$ cat src/verilog/nvs_defs.svh
// Offsets, fields, codes and reset values of the nonvolatile settings block
`ifndef NVS_DEFS_SVH
`define NVS_DEFS_SVH
`define NVS_A_CMD 8'h00
`define NVS_A_STAT 8'h04
`define NVS_A_RESULT 8'h08
`define NVS_A_IDIN0 8'h0c
`define NVS_A_IDIN2 8'h14
`define NVS_A_IDLEN 8'h18
`define NVS_A_IDOUT0 8'h1c
`define NVS_A_IDOUT2 8'h24
`define NVS_A_WORK 8'h28
`define NVS_A_RXCH 8'h2c
`define NVS_F_OP 0
`define NVS_F_IDX 8
`define NVS_F_VAL 16
`define NVS_OP_IDWR 4'h1
`define NVS_OP_IDRD 4'h2
`define NVS_OP_SAVE 4'h3
`define NVS_OP_RDB 4'h4
`define NVS_OP_SETV 4'h5
`define NVS_OP_ON 4'h6
`define NVS_OP_OFF 4'h7
`define NVS_OP_SUMM 4'h8
`define NVS_OP_DEF 4'h9
`define NVS_OP_WS 4'ha
`define NVS_ID_LEN 4'hc
`define NVS_CH_LO 8'h21
`define NVS_CH_HI 8'h5f
`define NVS_PP_LAST 6'h2f
`define NVS_PP_ALL 8'hff
`define NVS_PP_MA 6'h00
`define NVS_PP_HDR 6'h01
`define NVS_PP_TMO 6'h03
`define NVS_PP_AT 6'h04
`define NVS_PP_TESTER 6'h06
`define NVS_PP_BAUD 6'h0c
`define NVS_PP_TERM 6'h0d
`define NVS_PP_FILL 6'h26
`define NVS_PP_IMM 6'h2f
`define NVS_DEF_OFF 8'hff
`define NVS_DEF_TMO 8'h32
`define NVS_DEF_AT 8'h01
`define NVS_DEF_TESTER 8'hf1
`define NVS_DEF_TERM 8'h0d
`define NVS_DEF_FILL 8'h00
`define NVS_HDR_ON 8'h00
`define NVS_FLAG_ON 8'h4e
`define NVS_FLAG_OFF 8'h46
`endif

$ cat src/verilog/nvs_pkg.sv
// Types and parameter tables of the nonvolatile settings block
`include "nvs_defs.svh"
package nvs_pkg;
    typedef enum logic [4:0] {
        S_IDLE = 5'b00001,
        S_RD = 5'b00010,
        S_AP = 5'b00100,
        S_SRD = 5'b01000,
        S_SWAIT = 5'b10000
    } state_t;
    typedef enum logic [3:0] {
        PT_I = 4'b0001,
        PT_D = 4'b0010,
        PT_R = 4'b0100,
        PT_P = 4'b1000
    } ptype_t;
    function automatic ptype_t param_type(input logic [5:0] idx);
        case (idx)
            `NVS_PP_MA, `NVS_PP_TESTER, `NVS_PP_TERM: param_type = PT_R;
            `NVS_PP_BAUD: param_type = PT_P;
            `NVS_PP_IMM: param_type = PT_I;
            default: param_type = PT_D;
        endcase
    endfunction : param_type
    function automatic logic [7:0] param_default(input logic [5:0] idx);
        case (idx)
            `NVS_PP_TMO: param_default = `NVS_DEF_TMO;
            `NVS_PP_AT: param_default = `NVS_DEF_AT;
            `NVS_PP_TESTER: param_default = `NVS_DEF_TESTER;
            `NVS_PP_TERM: param_default = `NVS_DEF_TERM;
            `NVS_PP_FILL: param_default = `NVS_DEF_FILL;
            default: param_default = `NVS_DEF_OFF;
        endcase
    endfunction : param_default
endpackage : nvs_pkg

$ cat src/verilog/param_mem.sv
// Parameter value store with registered read port
`timescale 1ns/1ps
module param_mem #(
    parameter int WIDTH = 8,
    parameter int DEPTH = 48,
    parameter int AW = 6
) (
    input wire logic pclk,
    input wire logic presetn,
    input wire logic we,
    input wire logic [AW-1:0] addr,
    input wire logic [WIDTH-1:0] wdata,
    output logic [WIDTH-1:0] rdata
);
    logic [WIDTH-1:0] mem_r [DEPTH];
    logic [WIDTH-1:0] rdata_r;
    assign rdata = rdata_r;
    // Power-style reset loads the factory values
    always_ff @(posedge pclk or negedge presetn) begin
        if (!presetn) begin
            for (int i = 0; i < DEPTH; i++) begin
                mem_r[i] <= WIDTH'(nvs_pkg::param_default(6'(i)));
            end
            rdata_r <= '0;
        end else begin
            if (we) begin
                mem_r[addr] <= wdata;
            end
            rdata_r <= mem_r[addr];
        end
    end
endmodule : param_mem

$ cat src/verilog/nonvolatile_settings_commands.sv
// Command handling of identifier, user byte and programmable parameter stores
`timescale 1ns/1ps
`include "nvs_defs.svh"
module nonvolatile_settings_commands #(
    parameter int PP_NUM = 48
) (
    input wire logic pclk,
    input wire logic presetn,
    input wire logic psel,
    input wire logic penable,
    input wire logic pwrite,
    input wire logic [7:0] paddr,
    input wire logic [31:0] pwdata,
    output logic [31:0] prdata,
    output logic pready,
    output logic pslverr,
    output logic header_display_setting,
    output logic [7:0] filler_byte,
    output logic [7:0] terminator_char
);
    nvs_pkg::state_t st_r, st_nxt;
    logic [5:0] cnt_r, cnt_nxt;
    logic [3:0] mask_r, mask_nxt;
    logic [PP_NUM-1:0] en_r;
    logic [95:0] idin_r, id_r;
    logic [3:0] idlen_r;
    logic id_set_r, err_r, sum_v_r, term_hit_r, hdr_r;
    logic [7:0] ubyte_r, fill_r, term_r;
    logic [23:0] result_r;
    logic [31:0] prdata_r;
    logic pready_r, pslverr_r;
    logic [7:0] mem_q;
    logic [11:0] ch_ok;

    function automatic logic addr_ok(input logic [7:0] a);
        addr_ok = (a[1:0] == 2'b00) && (a <= `NVS_A_RXCH);
    endfunction : addr_ok

    function automatic logic op_err(input logic [3:0] o, input logic idg,
                                    input logic ids, input logic ixo, input logic all);
        case (o)
            `NVS_OP_IDWR: op_err = !idg;
            `NVS_OP_IDRD: op_err = !ids;
            `NVS_OP_SETV, `NVS_OP_ON: op_err = !ixo;
            `NVS_OP_OFF: op_err = !(ixo || all);
            `NVS_OP_SAVE, `NVS_OP_RDB, `NVS_OP_SUMM,
            `NVS_OP_DEF, `NVS_OP_WS: op_err = 1'b0;
            default: op_err = 1'b1;
        endcase
    endfunction : op_err

    // Bus phases
    wire setup = psel & ~penable;
    wire acc = psel & penable & pready_r;
    wire wr = acc & pwrite;
    wire rd = acc & ~pwrite;
    wire busy = st_r != nvs_pkg::S_IDLE;
    wire cmd_go = wr && paddr == `NVS_A_CMD && !busy;
    wire [3:0] op = pwdata[`NVS_F_OP +: 4];
    wire [7:0] c_idx = pwdata[`NVS_F_IDX +: 8];
    wire [7:0] c_val = pwdata[`NVS_F_VAL +: 8];
    wire [5:0] c_pp = c_idx[5:0];
    wire idx_ok = c_idx < 8'(PP_NUM);
    wire all_off = c_idx == `NVS_PP_ALL;

    // Identifier character and length checks
    for (genvar g = 0; g < 12; g++) begin : g_ch
        assign ch_ok[g] = idin_r[8*g +: 8] >= `NVS_CH_LO
            && idin_r[8*g +: 8] <= `NVS_CH_HI;
    end
    wire id_good = &ch_ok && idlen_r == `NVS_ID_LEN && !id_set_r;
    wire c_err = op_err(op, id_good, id_set_r, idx_ok, all_off);
    wire on_imm = op == `NVS_OP_ON && idx_ok
        && nvs_pkg::param_type(c_pp) == nvs_pkg::PT_I;
    wire walk_go = op == `NVS_OP_DEF || op == `NVS_OP_WS || on_imm;
    wire walk_end = cnt_r == `NVS_PP_LAST || mask_r == nvs_pkg::PT_I;
    wire mem_we = cmd_go && op == `NVS_OP_SETV && idx_ok;
    // Read ahead by one cycle so the registered read data matches cnt_r
    wire [5:0] mem_addr = mem_we ? c_pp : cnt_nxt;
    wire sum_pop = rd && paddr == `NVS_A_RESULT && st_r == nvs_pkg::S_SWAIT;

    // Apply step of a load walk
    wire [7:0] ap_val = en_r[cnt_r] ? mem_q : nvs_pkg::param_default(cnt_r);
    wire ap_take = st_r == nvs_pkg::S_AP
        && |(4'(nvs_pkg::param_type(cnt_r)) & mask_r);
    wire cur_en = en_r[cnt_r];
    wire [7:0] flag = en_r[cnt_r] ? `NVS_FLAG_ON : `NVS_FLAG_OFF;

    param_mem #(.WIDTH(8), .DEPTH(PP_NUM), .AW(6)) u_mem (
        .pclk(pclk),
        .presetn(presetn),
        .we(mem_we),
        .addr(mem_addr),
        .wdata(c_val),
        .rdata(mem_q)
    );

    // Register read selection
    wire [7:0] wi = paddr - `NVS_A_IDIN0;
    wire [7:0] wo = paddr - `NVS_A_IDOUT0;
    wire in_idin = paddr >= `NVS_A_IDIN0 && paddr <= `NVS_A_IDIN2;
    wire in_idout = paddr >= `NVS_A_IDOUT0 && paddr <= `NVS_A_IDOUT2;
    wire [31:0] stat_w = {27'h0, term_hit_r, sum_v_r, id_set_r, err_r, busy};
    wire [31:0] id_word = id_set_r ? id_r[32*wo[3:2] +: 32] : 32'h0;
    wire [31:0] rd_word =
        !addr_ok(paddr) ? 32'h0 :
        paddr == `NVS_A_STAT ? stat_w :
        paddr == `NVS_A_RESULT ? {8'h0, result_r} :
        in_idin ? idin_r[32*wi[3:2] +: 32] :
        paddr == `NVS_A_IDLEN ? {28'h0, idlen_r} :
        in_idout ? id_word :
        paddr == `NVS_A_WORK ? {8'h0, term_r, fill_r, 7'h0, hdr_r} : 32'h0;
    wire bad = !addr_ok(paddr) || (pwrite && paddr == `NVS_A_CMD && busy);

    assign prdata = prdata_r;
    assign pready = pready_r;
    assign pslverr = pslverr_r;
    assign header_display_setting = hdr_r;
    assign filler_byte = fill_r;
    assign terminator_char = term_r;

    always_ff @(posedge pclk or negedge presetn) begin
        if (!presetn) begin
            pready_r <= 1'b0;
            pslverr_r <= 1'b0;
            prdata_r <= 32'h0;
        end else begin
            pready_r <= setup;
            pslverr_r <= setup & bad;
            prdata_r <= setup ? rd_word : 32'h0;
        end
    end

    // Sequencer
    always_comb begin
        st_nxt = st_r;
        cnt_nxt = cnt_r;
        mask_nxt = mask_r;
        case (st_r)
            nvs_pkg::S_IDLE: begin
                if (cmd_go && op == `NVS_OP_SUMM) begin
                    st_nxt = nvs_pkg::S_SRD;
                    cnt_nxt = 6'h0;
                end else if (cmd_go && walk_go) begin
                    st_nxt = nvs_pkg::S_RD;
                    cnt_nxt = on_imm ? c_pp : 6'h0;
                    mask_nxt = op == `NVS_OP_DEF ? nvs_pkg::PT_D :
                        op == `NVS_OP_WS ? (nvs_pkg::PT_D | nvs_pkg::PT_R) :
                        nvs_pkg::PT_I;
                end
            end
            nvs_pkg::S_RD: st_nxt = nvs_pkg::S_AP;
            nvs_pkg::S_AP: begin
                st_nxt = walk_end ? nvs_pkg::S_IDLE : nvs_pkg::S_RD;
                cnt_nxt = cnt_r + 6'h1;
            end
            nvs_pkg::S_SRD: st_nxt = nvs_pkg::S_SWAIT;
            nvs_pkg::S_SWAIT: begin
                if (sum_pop) begin
                    st_nxt = cnt_r == `NVS_PP_LAST ? nvs_pkg::S_IDLE : nvs_pkg::S_SRD;
                    cnt_nxt = cnt_r + 6'h1;
                end
            end
            default: st_nxt = nvs_pkg::S_IDLE;
        endcase
    end

    // Power-style reset starts a full load walk
    always_ff @(posedge pclk or negedge presetn) begin
        if (!presetn) begin
            st_r <= nvs_pkg::S_RD;
            cnt_r <= 6'h0;
            mask_r <= 4'hf;
        end else begin
            st_r <= st_nxt;
            cnt_r <= cnt_nxt;
            mask_r <= mask_nxt;
        end
    end

    // Identifier and user byte stores
    always_ff @(posedge pclk or negedge presetn) begin
        if (!presetn) begin
            idin_r <= 96'h0;
            idlen_r <= 4'h0;
            id_r <= 96'h0;
            id_set_r <= 1'b0;
            ubyte_r <= 8'h0;
        end else begin
            if (wr && in_idin) begin
                idin_r[32*wi[3:2] +: 32] <= pwdata;
            end
            if (wr && paddr == `NVS_A_IDLEN) begin
                idlen_r <= pwdata[3:0];
            end
            if (cmd_go && op == `NVS_OP_IDWR && id_good) begin
                id_r <= idin_r;
                id_set_r <= 1'b1;
            end
            if (cmd_go && op == `NVS_OP_SAVE) begin
                ubyte_r <= c_val;
            end
        end
    end

    // Enables, answers and summary entries
    always_ff @(posedge pclk or negedge presetn) begin
        if (!presetn) begin
            en_r <= '0;
            err_r <= 1'b0;
            result_r <= 24'h0;
            sum_v_r <= 1'b0;
        end else begin
            if (cmd_go) begin
                err_r <= c_err;
            end
            if (cmd_go && op == `NVS_OP_ON && idx_ok) begin
                en_r[c_pp] <= 1'b1;
            end
            if (cmd_go && op == `NVS_OP_OFF && all_off) begin
                en_r <= '0;
            end else if (cmd_go && op == `NVS_OP_OFF && idx_ok) begin
                en_r[c_pp] <= 1'b0;
            end
            if (cmd_go && op == `NVS_OP_RDB) begin
                result_r <= {16'h0, ubyte_r};
            end else if (st_r == nvs_pkg::S_SRD) begin
                result_r <= {2'b00, cnt_r, flag, mem_q};
            end
            sum_v_r <= st_r == nvs_pkg::S_SRD || (sum_v_r && !sum_pop);
        end
    end

    // Working settings and terminator detection
    always_ff @(posedge pclk or negedge presetn) begin
        if (!presetn) begin
            hdr_r <= 1'b0;
            fill_r <= `NVS_DEF_FILL;
            term_r <= `NVS_DEF_TERM;
            term_hit_r <= 1'b0;
        end else begin
            if (ap_take && cnt_r == `NVS_PP_HDR) begin
                hdr_r <= ap_val == `NVS_HDR_ON;
            end
            if (ap_take && cnt_r == `NVS_PP_FILL) begin
                fill_r <= ap_val;
            end
            if (ap_take && cnt_r == `NVS_PP_TERM) begin
                term_r <= ap_val;
            end
            if (wr && paddr == `NVS_A_RXCH) begin
                term_hit_r <= pwdata[7:0] == term_r;
            end
        end
    end
endmodule : nonvolatile_settings_commands

$ cat config.mk
export PLATFORM = sky130hd
export DESIGN_NAME = nonvolatile_settings_commands
export DESIGN_NICKNAME = d
export VERILOG_FILES = /design/src/verilog/nvs_pkg.sv /design/src/verilog/param_mem.sv /design/src/verilog/nonvolatile_settings_commands.sv
export VERILOG_INCLUDE_DIRS = /design/src /design/src/verilog
export SDC_FILE = /design/constraint.sdc
export NUM_CORES = 1
export LEC_CHECK = 0
export ABC_AREA = 1
export BUFFER_PORTS_ARGS = -buffer_cell sky130_fd_sc_hd__buf_4
export CORE_AREA = 2 2 304 306
export DETAILED_ROUTE_END_ITERATION = 7
export DIE_AREA = 0 0 306 308
export PLACE_DENSITY_LB_ADDON = 0.15
export SLEW_MARGIN = 20
export SYNTH_ARGS = -nofsm -noshare
export SYNTH_HDL_FRONTEND = slang
export SYNTH_HIERARCHICAL = 1
export SYNTH_SLANG_ARGS = --single-unit
$ cat constraint.sdc
create_clock -name pclk -period 5.3 [get_ports pclk]
set_input_delay 0.265 -clock pclk [delete_from_list [all_inputs] [get_ports pclk]]
set_output_delay 0.265 -clock pclk [all_outputs]
set_load 0.01 [all_outputs]
==> results.toml <==
[yosys]
synth_mux_area_frac = 0.00187
yosysTopAreaCellShare = 0.265
synth_seq_cells = 730
yosysUniqueCellTypes = 52
synthAdderAreaFrac = 0.00346
synth_edf_count = 0
synth_top_cell_by_area = "dfstp_2"
synth_nets = 4573
synth_area_um2 = 36100
synth-async-reset-ratio = 1.00
syn_avg_cell_area_um2 = 8.00
yosys-top-cells-area = "dfstp_2 26%, dfrtp_1 25%, nand2_1 14%"
synthXorXnorAreaFrac = 0.00218
synth_top_family_by_area = "simple AND/OR/NAND/NOR gates"
ys_seq_area_frac = 0.518
yosysWarningCount = 6
syn_inst = 4518
synth-main-ff-cell = "dfrtp_1"
synth_simple_gate_area_share = 0.238
synth-compound-area-share = 0.156

[detailed_routing]
drc_errors = 0
wl_per_cell_um = 21.2
drt-total-wl_mm = 123
num_vias = 31200
drtPass1Iterations = 6
vias_per_cell = 5.40
ant_nets = 0
drt_iter0_drc = 2917

[critical_path]
critPathRequiredTime_ps = 5860
cp.arrival_ps = 5110
crit_path_end_kind = "flop"
crit_path_frequent_cell = "inv_1"
crit_chain = "nor2_1 -> nand4_1 -> inv_1 -> nand3_2 -> nor4_1 -> inv_1 -> o21ai_4 -> inv_1 -> buf_4 -> nor2_2 -> nand2_2 -> nor2_4 -> nand2_1 -> o21ai_0"
path_class = "reg2reg"
cp_max_fo = 17
r2r_slack_ps = 750
critPathMaxStageDelay_ps = 470
startpoint_type = "flop"
crit_slowest_cell = "o21ai_4"

[timing]
period_share = 0.859
finalSetupTns_ps = 0
final-hold-violation-count = 0
finalSetupViolCount = 0
whs_ps = 43.2
final_max_slew_viol_count = 0
rsz0062_at_grt = "no"
clock.fmax_ghz = 0.220
timing_worst_slew_pin_value_ps = 1240
finalCriticalPeriod_ps = 4550
relSlewSlack = 0.164
fin_skew_ps = 27.7

[power_and_ir_drop]
power_mw = 14.8
comb_power_share = 0.206
internal_power_mw = 10.1
p_sw_mw = 4.73
power_frac_seq = 0.385
leakage_nw = 17.8
peakVddDrop_mv = 0.239
pwr-share-clk = 0.409
power.density_nw_per_um2 = 362
swShare = 0.319

[place]
gp_congestion = 0.914
dp_hpwl_mm = 79.0
port-buffer-count = 95

[grt]
grt_overflow = 0
grt_util_met1 = 0.350
grtUsageMet3 = 0.0333
antenna_found_initial = 0
grt_max_degree = 138
grt.busiest_layer = "met2"
grt_pass1_wl_mm = 188
first_global_vias = 29600
use_met2 = 0.423
grtUsageTotal = 0.259

[clock_network]
clk_pin_slew_ps = 60
clockRootBuffer = "clkbuf_16"
cts_tree = "yes"
clock_sinks = 730
htree_levels = 3
cts_post_setup_buffers_inserted = 0
ctsResizeCount = 0
clockBufferDepth = 3
cts_buffers = 84
clock_latency_ps = 650

[floorplanning]
fp-row-count = 111
io_pins = 96
core_area_um2 = 91000
start_util = 0.397
die_x_um = 306
die-area_um2 = 94200
fp.dieH_um = 308

[finish]
drive_gt1_frac = 0.172
multi_input_area_um2 = 14600
final_util = 0.451
fillers = 9109
mostFrequentLayoutCells = "1367 x nand2_1, 649 x o21ai_0, 388 x inv_1"
area_delta_synth_final_pct = 13.5
register_area_um2 = 18700
final_nets = 4577
mostFrequentLayoutCell = "nand2_1"

[flow_run]
cap_violations = 0

[hold_path]
min_path_type = "in2reg"

[status]
status = "finished, final reports clean"
[sequential cells by signal (all words and copies together), names as in the netlist, 4 cells and up]
register,cells
idin_r,96
idlen_r,4
ubyte_r,8
u_mem/mem_r,384
u_mem/rdata,8
terminator_char,8
filler_byte,8
en_r,48
result_r,16
mask_r,4
st_r,5
cnt_r,6
prdata,32
id_r,96
[path summary, 6_finish.rpt]
| path | start | to | cells past startpoint |
|---|---|---|---|
| setup / recovery | st_r[2] | u_mem/mem_r[234] | 14 |
| hold / removal | pwdata[13] | idin_r[13] | 3 |
| setup reg to reg | st_r[2] | u_mem/mem_r[234] | 14 |
| hold reg to reg | mask_r[3] | mask_r[3] | 2 |
| max in group asynchronous | presetn | u_mem/mem_r[110] | 4 |
| min in group asynchronous | presetn | en_r[35] | 2 |
[power groups by stage]
| stage | Sequential, mW | Clock (mW) | Combinational [mW] |
|---|---|---|---|
| after floorplan | 5.78 | 0 | 1.84 |
| after global placement | 5.80 | 0 | 3.02 |
| after detailed placement | 5.81 | 0 | 3.01 |
| after CTS | 5.72 | 6.20 | 3.04 |
| after global routing | 5.72 | 6.42 | 3.33 |
| final | 5.72 | 6.08 | 3.05 |
[timing repair]
action,CTS,global route
hold buffers,34,0
hold endpoints to repair,169,0
setup endpoints to repair,0,0
[critical path, delay by kind of cell (launching register included)]
| family | cells | cell delay, ps |
|---|---|---|
| flip-flops | 1 | 390 |
| AO/OA/AOI/OAI | 2 | 790 |
| AND/OR/NAND/NOR | 8 | 2420 |
| buffers and inverters | 4 | 850 |
[through the flow]
step | cells | instance area (um^2) | worst slack [ps]
final | 5776 | 41000 | 748
after detailed placement | 5588 | 37800 | 665
after CTS | 5775 | 41000 | 775
after global placement | 5588 | 37800 | 753
after global routing | 5775 | 41000 | 364
after floorplan | 4518 | 36100 | 1810
[metal layers]
metal / vias to the layer above / routed length [um]
li1: 14800 / -
met1: 15100 / 53400
met2: 1026 / 57100
met3: 245 / 6650
met4: 0 / 5350
met5: - / 0
[cells by family after synthesis]
logic type,Yosys count
xor gates and xnor gates,9
and+or+nand+nor,2050
AOI/OAI and AO/OA,1017
muxes,6
DFF,730
adders and majority gates,10
buffers and inverters,696
[synth_stat cells, drive strengths merged (2+ instances only)]
cell type  instances
a22oi              7
a211oi             8
nand3            231
a221oi            63
inv              406
a21boi            12
nand2           1374
buf              117
o21bai             2
nor3              26
o22ai             16
ha                10
nand4             80
dfrtp            366
clkinv             2
a22o               4
nor4              19
mux2               6
o211ai            37
dfstp            364
xor2               8
clkbuf           171
o221ai            19
nor2             283
a31oi             14
a311oi             2
a21oi             96
o21ai            736
or2               36
[cell type report]
type                       count  share of cell area
tap                         1186              0.0362
clock inverter                30             0.00833
sequential                   730               0.457
timing repair buffer         206              0.0427
clock buffer                 123              0.0618
multi-input combinational   3092               0.357
inverter                     408              0.0374
antenna                        1           0.0000610
(Power assumes the default switching activity.)
